## config.mk

```make
export PLATFORM = sky130hd
export DESIGN_NAME = bmwf_formatter
export DESIGN_NICKNAME = d
export VERILOG_FILES = /design/src/pkg/bmwf_pkg.sv /design/src/rtl/bmwf_fifo.sv /design/src/rtl/bmwf_formatter.sv
export SDC_FILE = /design/constraint.sdc
export NUM_CORES = 1
export LEC_CHECK = 0
export ABC_AREA = 1
export BUFFER_PORTS_ARGS = -buffer_cell sky130_fd_sc_hd__buf_2
export CAP_MARGIN = 20
export CORE_ASPECT_RATIO = 0.6
export CORE_UTILIZATION = 60
export DETAILED_ROUTE_END_ITERATION = 8
export PLACE_DENSITY = 0.88
export SETUP_SLACK_MARGIN = 0.4
export SLEW_MARGIN = 20
export SYNTH_ARGS = -nofsm -noshare
export SYNTH_HDL_FRONTEND = slang
export SYNTH_SLANG_ARGS = --single-unit
```

## constraint.sdc

```tcl
create_clock -name core_clk -period 6.5 [get_ports core_clk]
set_input_delay 0.65 -clock core_clk [delete_from_list [all_inputs] [get_ports core_clk]]
set_output_delay 0.65 -clock core_clk [all_outputs]
set_load 0.05 [all_outputs]
```

## src/pkg/bmwf_pkg.sv

```systemverilog
// Purpose: Shared constants and types for the bus monitor word formatter
// Assumes: 25 MHz core clock, words arrive already bit-decoded
// Notes: Output word bit 1 is vector bit 23 and is sent first
//
// Functional notes
// Every formatted output word is 24 bits: identity, content label, info.
// Sync pattern and parity bit are stripped; only 16 payload bits kept.
// Every bus, time or auxiliary word carries a 4-bit content label.
// Bus bit 4 lands in output bit 9; order kept through bit 24.
// Word errors use label 1100 on primary, 1000 on secondary, raw payload.
// Command 1111/1011, status 1110/1010, data 1101/1001 by channel.
// Time labels: high 0111, low 0110, microsecond 0101, response 0100.
// Labels 0011, 0010 reserved for user; low fill label marks empty slots.
// With tagging on, first command word is followed by high, low, usec time.
// Response time word counts bus response time in whole microseconds.
// Response time word sits directly ahead of its status word.
// Word errors are sync, Manchester, parity, gap, bit count; not protocol.
// The monitor only listens; nothing is ever driven onto the bus.
// Both channels accepted; each word keeps track of its channel.
// Bits 1-4 bus identity (zero is bus one), bits 5-8 label, bit 1 first.
// Incoming words are buffered so bursts survive waiting for slots.
package bmwf_pkg;

	localparam int OUT_W = 24;
	localparam int INFO_W = 16;
	localparam int LBL_W = 4;
	localparam int ID_MSB = 23;
	localparam int LBL_MSB = 19;
	localparam int FIFO_DEPTH = 4;

	// Content labels, both channels and auxiliary words
	localparam logic [3:0] LBL_CMD_A = 4'hf;
	localparam logic [3:0] LBL_STAT_A = 4'he;
	localparam logic [3:0] LBL_DATA_A = 4'hd;
	localparam logic [3:0] LBL_ERR_A = 4'hc;
	localparam logic [3:0] LBL_CMD_B = 4'hb;
	localparam logic [3:0] LBL_STAT_B = 4'ha;
	localparam logic [3:0] LBL_DATA_B = 4'h9;
	localparam logic [3:0] LBL_ERR_B = 4'h8;
	localparam logic [3:0] LBL_TIME_HI = 4'h7;
	localparam logic [3:0] LBL_TIME_LO = 4'h6;
	localparam logic [3:0] LBL_TIME_US = 4'h5;
	localparam logic [3:0] LBL_TIME_RSP = 4'h4;
	localparam logic [3:0] LBL_USER_1 = 4'h3;
	localparam logic [3:0] LBL_USER_2 = 4'h2;
	localparam logic [3:0] LBL_FILL = 4'h1;
	localparam logic [15:0] FILL_INFO = 16'h0000;

	// Microsecond prescaler
	localparam int CLK_PERIOD_NS = 40;
	localparam int USEC_NS = 1000;
	localparam int CYC_PER_US = (USEC_NS + CLK_PERIOD_NS - 1) / CLK_PERIOD_NS;
	localparam logic [4:0] PRESC_LAST = 5'(CYC_PER_US - 1);
	localparam logic [15:0] RSP_MAX = 16'hffff;

	typedef enum logic [1:0] {
		WT_CMD = 2'b00,
		WT_STAT = 2'b01,
		WT_DATA = 2'b10
	} bmwf_wtype_e;

	// Decoded bus word: raw[19:17] sync, raw[16:1] payload, raw[0] parity
	typedef struct packed {
		logic chanB;
		bmwf_wtype_e wtype;
		logic [19:0] raw;
		logic syncErr;
		logic manchErr;
		logic gapErr;
		logic bitCntErr;
		logic protoErr;
	} bmwf_busword_s;

	typedef struct packed {
		logic [15:0] hi;
		logic [15:0] lo;
		logic [15:0] us;
	} bmwf_time_s;

	typedef struct packed {
		logic [3:0] label;
		logic [15:0] info;
		logic tag;
		logic rsp;
		logic [15:0] rspUs;
		bmwf_time_s stamp;
	} bmwf_entry_s;

	localparam int ENTRY_W = $bits(bmwf_entry_s);

endpackage

```

## src/rtl/bmwf_fifo.sv

```systemverilog
// Purpose: Small valid/ready FIFO in front of the output sequencer
// Assumes: Single clock, asynchronous active-low reset
// Notes: Ready is registered so the filling side sees a clean level
`timescale 1ns/1ns
`default_nettype none
module bmwf_fifo #(
	parameter int WIDTH = 8,
	parameter int DEPTH = 4
) (
	// Clock and reset
	input wire logic core_clk,
	input wire logic rst_n,
	// Fill side
	input wire logic inValid,
	output logic inReady,
	input wire logic [WIDTH-1:0] inData,
	// Drain side
	output logic outValid,
	input wire logic outReady,
	output logic [WIDTH-1:0] outData
);
	localparam int AW = (DEPTH > 1) ? $clog2(DEPTH) : 1;
	localparam logic [AW:0] FULL_CNT = (AW+1)'(DEPTH);
	localparam logic [AW-1:0] LAST_IDX = AW'(DEPTH - 1);

	logic [WIDTH-1:0] mem [DEPTH];
	logic [AW-1:0] wrPtr_q, wrPtr_d, rdPtr_q, rdPtr_d;
	logic [AW:0] count_q, count_d;
	logic rdy_q, rdy_d;
	logic push, pop;

	function automatic logic [AW-1:0] nextPtr(input logic [AW-1:0] p);
		nextPtr = (p == LAST_IDX) ? '0 : p + 1'b1;
	endfunction

	////////////////////////////////////////////////////////////////////
	always_comb begin
		push = inValid && rdy_q;
		pop = outValid && outReady;
		wrPtr_d = push ? nextPtr(wrPtr_q) : wrPtr_q;
		rdPtr_d = pop ? nextPtr(rdPtr_q) : rdPtr_q;
		count_d = count_q + (AW+1)'(push) - (AW+1)'(pop);
		rdy_d = (count_d != FULL_CNT);
	end

	always_ff @(posedge core_clk or negedge rst_n) begin
		if (!rst_n) begin
			wrPtr_q <= '0;
			rdPtr_q <= '0;
			count_q <= '0;
			rdy_q <= 1'b0;
		end else begin
			wrPtr_q <= wrPtr_d;
			rdPtr_q <= rdPtr_d;
			count_q <= count_d;
			rdy_q <= rdy_d;
		end
	end

	// Storage has no reset; contents only read when count says so
	always_ff @(posedge core_clk) begin
		if (push) begin
			mem[wrPtr_q] <= inData;
		end
	end

	assign inReady = rdy_q;
	assign outValid = (count_q != '0);
	assign outData = mem[rdPtr_q];

endmodule
`default_nettype wire

```

## src/rtl/bmwf_formatter.sv

```systemverilog
// Purpose: Turn monitored dual-channel bus words into labelled 24-bit words
// Assumes: Decoder hands one word per strobe with channel and error flags
// Notes: One formatted word per slot request; fill word when nothing waits
`timescale 1ns/1ns
`default_nettype none
module bmwf_formatter import bmwf_pkg::*; (
	// Clock and reset
	input wire logic core_clk,
	input wire logic rst_n,
	// Static configuration
	input wire logic [3:0] busId,
	input wire logic tagEnable,
	input wire logic rspEnable,
	// Time source
	input wire bmwf_time_s timeNow,
	// Monitored words from the receive-only decoder
	input wire logic wordValid,
	input wire bmwf_busword_s word,
	output logic wordReady,
	// Output slots
	input wire logic slotReq,
	output logic outValid,
	output logic [23:0] outWord
);

	typedef enum logic [2:0] {
		S_PICK = 3'b000,
		S_BODY = 3'b001,
		S_THI = 3'b010,
		S_TLO = 3'b011,
		S_TUS = 3'b100
	} bmwf_seq_e;

	////////////////////////////////////////////////////////////////////
	// Label decode, used on the input side only
	function automatic logic [3:0] wordLabel(input logic chanB,
		input bmwf_wtype_e t, input logic err);
		logic [3:0] l;
		l = LBL_DATA_A;
		if (err) begin
			l = chanB ? LBL_ERR_B : LBL_ERR_A;
		end else begin
			unique case (t)
				WT_CMD: l = chanB ? LBL_CMD_B : LBL_CMD_A;
				WT_STAT: l = chanB ? LBL_STAT_B : LBL_STAT_A;
				default: l = chanB ? LBL_DATA_B : LBL_DATA_A;
			endcase
		end
		return l;
	endfunction

	function automatic logic [23:0] pack(input logic [3:0] id,
		input logic [3:0] l, input logic [15:0] info);
		return {id, l, info};
	endfunction

	////////////////////////////////////////////////////////////////////
	// Input side: labelling, time capture, response measurement
	logic [4:0] presc_q, presc_d;
	logic [15:0] gapUs_q, gapUs_d;
	logic prevCmd_q, prevCmd_d;
	logic accept, wordErr, parityErr, fifoReady;
	bmwf_entry_s inEntry, headEntry;
	logic headValid, headPop;

	always_comb begin
		accept = wordValid && fifoReady;
		// Word errors only
		// Odd parity over payload and parity bit; protocol errors ignored
		parityErr = ~^word.raw[16:0];
		wordErr = word.syncErr || word.manchErr || parityErr ||
			word.gapErr || word.bitCntErr;
		// Label every word
		// Error labels and channel-specific labels
		inEntry.label = wordLabel(word.chanB, word.wtype, wordErr);
		// Strip sync and parity
		// Bus bit 4 first into bit 9
		inEntry.info = word.raw[16:1];
		// Tag only the first command of a message
		// A command right after a command is the second of an RT-RT pair
		inEntry.tag = tagEnable && !wordErr && word.wtype == WT_CMD &&
			!prevCmd_q;
		inEntry.rsp = rspEnable && !wordErr && word.wtype == WT_STAT;
		inEntry.rspUs = gapUs_q;
		inEntry.stamp = timeNow;
		// Microsecond response count
		// Gap from previous word strobe, saturating rather than wrapping
		presc_d = (presc_q == PRESC_LAST) ? '0 : presc_q + 5'h01;
		gapUs_d = gapUs_q;
		if (presc_q == PRESC_LAST && gapUs_q != RSP_MAX) begin
			gapUs_d = gapUs_q + 16'h0001;
		end
		prevCmd_d = prevCmd_q;
		if (accept) begin
			gapUs_d = 16'h0000;
			presc_d = '0;
			prevCmd_d = (word.wtype == WT_CMD) && !wordErr;
		end
	end

	always_ff @(posedge core_clk or negedge rst_n) begin
		if (!rst_n) begin
			presc_q <= '0;
			gapUs_q <= '0;
			prevCmd_q <= 1'b0;
		end else begin
			presc_q <= presc_d;
			gapUs_q <= gapUs_d;
			prevCmd_q <= prevCmd_d;
		end
	end

	////////////////////////////////////////////////////////////////////
	// Burst buffer
	// Full buffer drops ready; the decoder must hold its word meanwhile
	logic [ENTRY_W-1:0] headRaw;

	bmwf_fifo #(
		.WIDTH(ENTRY_W),
		.DEPTH(FIFO_DEPTH)
	) u_fifo (
		.core_clk(core_clk),
		.rst_n(rst_n),
		.inValid(wordValid),
		.inReady(fifoReady),
		.inData(inEntry),
		.outValid(headValid),
		.outReady(headPop),
		.outData(headRaw)
	);

	assign headEntry = bmwf_entry_s'(headRaw);
	assign wordReady = fifoReady;

	////////////////////////////////////////////////////////////////////
	// Output sequencer
	bmwf_seq_e state_q, state_d;
	bmwf_entry_s cur_q, cur_d;
	logic outValid_q, outValid_d;
	logic [23:0] outWord_q, outWord_d;

	always_comb begin
		state_d = state_q;
		cur_d = cur_q;
		headPop = 1'b0;
		outValid_d = slotReq;
		outWord_d = outWord_q;
		if (slotReq) begin
			// 24-bit words identity then label
			unique case (state_q)
				S_PICK: begin
					if (headValid) begin
						headPop = 1'b1;
						cur_d = headEntry;
						// Response word just ahead of status
						if (headEntry.rsp) begin
							outWord_d = pack(busId, LBL_TIME_RSP,
								headEntry.rspUs);
							state_d = S_BODY;
						end else begin
							outWord_d = pack(busId, headEntry.label,
								headEntry.info);
							state_d = headEntry.tag ? S_THI : S_PICK;
						end
					end else begin
						// Fill word
						outWord_d = pack(busId, LBL_FILL, FILL_INFO);
					end
				end
				S_BODY: begin
					outWord_d = pack(busId, cur_q.label, cur_q.info);
					state_d = cur_q.tag ? S_THI : S_PICK;
				end
				// Time labels high, low, micro order
				S_THI: begin
					outWord_d = pack(busId, LBL_TIME_HI, cur_q.stamp.hi);
					state_d = S_TLO;
				end
				S_TLO: begin
					outWord_d = pack(busId, LBL_TIME_LO, cur_q.stamp.lo);
					state_d = S_TUS;
				end
				S_TUS: begin
					outWord_d = pack(busId, LBL_TIME_US, cur_q.stamp.us);
					state_d = S_PICK;
				end
				default: begin
					outWord_d = pack(busId, LBL_FILL, FILL_INFO);
					state_d = S_PICK;
				end
			endcase
		end
	end

	always_ff @(posedge core_clk or negedge rst_n) begin
		if (!rst_n) begin
			state_q <= S_PICK;
			cur_q <= '0;
			outValid_q <= 1'b0;
			outWord_q <= '0;
		end else begin
			state_q <= state_d;
			cur_q <= cur_d;
			outValid_q <= outValid_d;
			outWord_q <= outWord_d;
		end
	end

	assign outValid = outValid_q;
	assign outWord = outWord_q;
	// Receive only
	// No transmit path exists; the block has no bus driver at all

	////////////////////////////////////////////////////////////////////
	// Checks
	// Identity in answer
	chk_slot_answer: assert property (
		@(posedge core_clk) disable iff (!rst_n)
		slotReq |=> outValid && outWord[ID_MSB -: 4] == $past(busId))
		else $error("slot request not answered with bus identity");
	// Words only on request
	chk_no_spurious: assert property (
		@(posedge core_clk) disable iff (!rst_n)
		!slotReq |=> !outValid)
		else $error("word emitted without a slot request");
	// Payload into bits 9-24
	chk_info_order: assert property (
		@(posedge core_clk) disable iff (!rst_n)
		slotReq && state_q == S_PICK && headValid && !headEntry.rsp |=>
		outWord[INFO_W-1:0] == $past(headEntry.info))
		else $error("payload bits not kept in order");
	// Error label by channel
	chk_error_label: assert property (
		@(posedge core_clk) disable iff (!rst_n)
		accept && word.syncErr |->
		inEntry.label == (word.chanB ? 4'h8 : 4'hc))
		else $error("errored word has wrong label");
	// Protocol errors pass through
	chk_protocol_ok: assert property (
		@(posedge core_clk) disable iff (!rst_n)
		accept && word.protoErr && !wordErr |->
		inEntry.label != LBL_ERR_A && inEntry.label != LBL_ERR_B)
		else $error("protocol error treated as word error");
	// Micro time after low
	chk_time_seq: assert property (
		@(posedge core_clk) disable iff (!rst_n)
		slotReq && state_q == S_TUS |=> state_q == S_PICK &&
		outWord[LBL_MSB -: 4] == LBL_TIME_US &&
		$past(outWord[LBL_MSB -: 4]) == LBL_TIME_LO)
		else $error("time words out of order");
	// Status right after response
	chk_rsp_before: assert property (
		@(posedge core_clk) disable iff (!rst_n)
		slotReq && state_q == S_BODY |=>
		(outWord[LBL_MSB -: 4] == 4'he || outWord[LBL_MSB -: 4] == 4'ha) &&
		$past(outWord[LBL_MSB -: 4]) == LBL_TIME_RSP)
		else $error("response word not followed by its status");
	// Microsecond step
	chk_usec_rate: assert property (
		@(posedge core_clk) disable iff (!rst_n)
		!accept && presc_q == PRESC_LAST && gapUs_q == 16'h0001 |=>
		gapUs_q == 16'h0002 && presc_q == 5'h00)
		else $error("microsecond count not advanced");
	// Fill when empty
	chk_fill_word: assert property (
		@(posedge core_clk) disable iff (!rst_n)
		slotReq && state_q == S_PICK && !headValid |=>
		outWord[LBL_MSB -: 4] == LBL_FILL)
		else $error("empty slot not filled");
	// Accepted word buffered
	chk_push_seen: assert property (
		@(posedge core_clk) disable iff (!rst_n)
		accept |=> headValid)
		else $error("accepted word missing from buffer");
	// Second command untagged
	chk_tag_first: assert property (
		@(posedge core_clk) disable iff (!rst_n)
		accept && prevCmd_q |-> !inEntry.tag)
		else $error("command after command was tagged");
	// Errored words plain
	chk_err_no_tag: assert property (
		@(posedge core_clk) disable iff (!rst_n)
		accept && wordErr |-> !inEntry.tag && !inEntry.rsp)
		else $error("errored word given extra words");
	// Response word leads
	chk_rsp_lead: assert property (
		@(posedge core_clk) disable iff (!rst_n)
		slotReq && state_q == S_PICK && headValid && headEntry.rsp |=>
		state_q == S_BODY && outWord[LBL_MSB -: 4] == LBL_TIME_RSP)
		else $error("status not preceded by response word");
	// Response value carried
	chk_rsp_value: assert property (
		@(posedge core_clk) disable iff (!rst_n)
		slotReq && state_q == S_PICK && headValid && headEntry.rsp |=>
		outWord[INFO_W-1:0] == $past(headEntry.rspUs))
		else $error("response time not carried");
	// Channel in label
	chk_chan_label: assert property (
		@(posedge core_clk) disable iff (!rst_n)
		accept |-> inEntry.label[3] && inEntry.label[2] == !word.chanB)
		else $error("bus word label lost its channel");
	// Gap restarts per word
	chk_gap_clear: assert property (
		@(posedge core_clk) disable iff (!rst_n)
		accept |=> gapUs_q == 16'h0000 && presc_q == 5'h00)
		else $error("response gap not restarted");
	// Tagged command then time
	chk_tag_start: assert property (
		@(posedge core_clk) disable iff (!rst_n)
		slotReq && state_q == S_PICK && headValid && !headEntry.rsp &&
		headEntry.tag |=> state_q == S_THI &&
		(outWord[LBL_MSB -: 4] == LBL_CMD_A ||
		outWord[LBL_MSB -: 4] == LBL_CMD_B))
		else $error("tagged command not followed by time words");

endmodule
`default_nettype wire

```

==> run_results.csv <==
group,metric,value,unit
sta,relSlewSlack,0.3087,
detailed_routing,drt_iter0_markers,1673,
detailed_routing,wl_met2,21020,um
detailed_routing,vias,13190,
setup_path,cp_data_required_time,6.99,ns
setup_path,cp_num_buf_inv,2,
sta,hold_viol,0,
place,io_buffers,107,
sta,tns,0,ns
yosys,ys_ff_latch,467,
clocking,cts_sinks,467,
clocking,post_cts.repair.setup_buffers,0,
final_layout,area_growth,11.04,%
setup_path,reg2reg_from,"u_fifo.rdPtr_q[0]",
clocking,cts_max_path_buffers,3,
clocking,post_cts_resized,0,
global_route,grt_overflow,0,
yosys,syn_inst,1644,
setup_path,cp_common_cell,"o21ai_0",
floorplanning,die_area,32440,um^2
clocking,numCtsBuffers,42,
clocking,clk_latency,0.56,ns
power_and_ir_drop,p_leak,0.008144,uW
floorplanning,die_h,139.9,um
yosys,avgSynthCellArea,11.57,um^2
detailed_routing,drt-pass1-iter-count,6,
outcome,status,"finished clean",
yosys,yosys_warnings,0,
sta,fin_crit_sh,0.5302,
clocking,clk_pin_slew,0.07,ns
place,gp_congestion,0.9130,
clocking,cts_hold_buf,0,
final_layout,fin_nets,1820,
clocking,cts-root-buf,"clkbuf_16",
sta,slew_violations,0,
setup_path,slowest_delay,0.81,ns
hold_path,min_path_type,"in -> async",
yosys,synth_top_cell_area_share,0.5368,
setup_path,r2r_cells,8,
detailed_routing,wl_met3,5966,um
global_route,antenna_found_initial,2,
setup_path,path_delay_family,"buffers and inverters",
setup_path,critical-path-slowest-cell,"dfrtp_4",
setup_path,cp-start-kind,"flip-flop",
global_route,grt_max_degree,103,
yosys,ys_types,40,
clocking,cts_tree,"built",
yosys,synth_nets,1741,
sta,skew,0.01629,ns
sta,max_freq,290.1,MHz
final_layout,drive_above_1_share,0.1236,
detailed_routing,detail-route-antenna-nets,0,
yosys,ys_seq_area_frac,0.7039,
detailed_routing,routedWlPerCell,21.23,um
floorplanning,start_util,0.6105,
floorplanning,rows,50,
floorplanning,fp.dieW,231.9,um
detailed_routing,post-route-drc-count,0,
sta,rsz0062_at_grt,"false",
global_route,globalRouteTotalUtil,0.2874,
setup_path,r2r_end,"outWord[12]",
setup_path,critPathKind,"reg -> reg",
power_and_ir_drop,p_per_area,472.8,nW/um^2
setup_path,ff2ff_setup_slack,3.05,ns
detailed_routing,viasPerCell,6.067,
yosys,synth_area_leader_cell,"edfxtp_1",
flow_run,max_cap_violations,0,
yosys,synth.cell_area,19020,um^2
global_route,grt_pass1_vias,12838,
setup_path,crit_fanout,92,
place,dpl.cell_count,2095,
sta,worst_pin_slew,1.037,ns
sta,period_needed,3.447,ns
setup_path,path_cells,"inv_4, buf_4, o21ai_0, o22ai_1, o21ai_0, a21oi_1, o21ai_1, nand2_1",
final_layout,final_cells,2174,
sta,setup_viol,0,
floorplanning,ios,112,
setup_path,worstPathArrival,3.94,ns
sta,hold_ws,0.09040,ns
power_and_ir_drop,peakVddDrop,0.0002814,V
detailed_routing,wl,46150,um
detailed_routing,met1Wirelength,18200,um
detailed_routing,routed.top_layer,"met5",
floorplanning,core_area,31150,um^2
yosys,synth.area.top_cells,"edfxtp_1 (54%), dfrtp_1 (17%), o21ai_0 (5.7%), nand2_1 (5.2%), nor2_1 (3.9%)",
setup_path,critPathCaptureType,"flip-flop",
place,hpwl,26900,um
global_route,grt_pass1_wl,70410,um
clocking,htreeDepth,2,
-- layout by cell type (no fill, tap or decap), drive strengths merged, types with 13 or more instances in the layout --
cell,synthesis,final
o22ai,70,70
inv,120,122
a21oi,46,46
nand2,267,267
nand3,39,39
clkbuf,35,61
dfrtp,127,127
o21ai,273,273
edfxtp,340,340
clkinv,0,13
buf,51,121
nor2,204,204
-- power breakdown --
part | switching [uW] | leakage [uW] | internal (uW)
sequential | 378 | 0.00468 | 3950
clock | 1080 | 0.000677 | 1370
combinational | 2350 | 0.00279 | 852
total | 3810 | 0.00814 | 6180
-- synthesized netlist by cell type --
master    count
ha_1         10
o21ai_0     216
buf_2        23
xor2_1        7
a31oi_1       5
inv_1       114
buf_1         3
nand4_1       5
o21a_1        1
dfrtp_1     127
clkbuf_1     35
inv_2         6
o22ai_1      70
nand3_2       2
o21ai_1      57
nor2_1      199
nand2_2       4
nor4_1        1
fa_1          1
o211ai_1      3
or2_1         1
nor2_8        1
buf_6        14
o211ai_2      6
a211oi_1      1
nor3_1       10
edfxtp_1    340
o22a_1        5
nand2_1     262
o21bai_1      1
a21oi_1      46
a221oi_2      1
xnor2_1       5
a21o_1        8
nand2_4       1
buf_4        11
o311ai_1      1
nand3_1      37
nor2_4        2
nor2_2        2
-- layer usage --
| metal | global-route usage | up-vias |
|---|---|---|
| met5 | 0 | - |
| met4 | 0.08830 | 2 |
| met3 | 0.08021 | 95 |
| met2 | 0.4366 | 855 |
| met1 | 0.4080 | 6341 |
| li1 | - | 5897 |
-- per-stage QoR --
step | setup slack, ns | util | power [uW] | area, um^2
floorplan | 1.275 | - | 6549 | 19020
global placement | 3.268 | 0.6344 | 7287 | 19770
detailed placement | 3.204 | 0.6344 | 7467 | 19770
global route | 2.909 | 0.6778 | 10450 | 21120
CTS | 3.104 | 0.6778 | 9930 | 21120
finish | 3.054 | 0.6780 | 9986 | 21120
-- kinds of logic (layout without fill, tap and decap cells) --
group | Yosys count | count (layout) | synth area share
buffers and inverters | 206 | 318 | 0.04986
AO/OA/AOI/OAI | 421 | 421 | 0.1216
adder cells (fa/ha/maj) | 11 | 11 | 0.007631
AND/OR/NAND/NOR | 527 | 527 | 0.1115
flip-flops | 467 | 467 | 0.7039
other | 0 | 2 | 0
XOR/XNOR | 12 | 12 | 0.005526
-- sequential cells by signal, summed over array words and instances (netlist names) --
signal / flops
u_fifo.wrPtr_q: 2
u_fifo.inReady: 1
outValid: 1
prevCmd_q: 1
cur_q: 69
outWord: 24
u_fifo.rdPtr_q: 2
presc_q: 5
gapUs_q: 16
u_fifo.mem: 340
u_fifo.count_q: 3
state_q: 3
-- how the worst max path moves through the flow --
| stage | cells after the start | end | start | slack, ns |
|---|---|---|---|---|
| 5_1_grt | 8 | outWord[4] | u_fifo.rdPtr_q[0] | 2.91 |
| 6_report | 8 | outWord[12] | u_fifo.rdPtr_q[0] | 3.05 |
| 4_1_cts | 7 | outWord[5] | u_fifo.rdPtr_q[0] | 3.10 |
| 3_3_place_gp | 7 | outWord[5] | u_fifo.rdPtr_q[0] | 3.27 |
| 2_1_floorplan | 4 | u_fifo.mem[0][0] | u_fifo.inReady | 1.27 |
| 3_5_place_dp | 8 | outWord[12] | u_fifo.rdPtr_q[0] | 3.20 |
-- cell type report --
cell class	count	area, um^2
fill	2122	10030
inverter	120	452.9
clock inverter	16	106.4
antenna	2	5.005
tap	416	520.5
multi-input combinational	971	4715
clock buffer	61	1245
sequential	467	13390
timing repair buffer	121	684.4
Note: power is estimated with default switching activity, not from simulation.
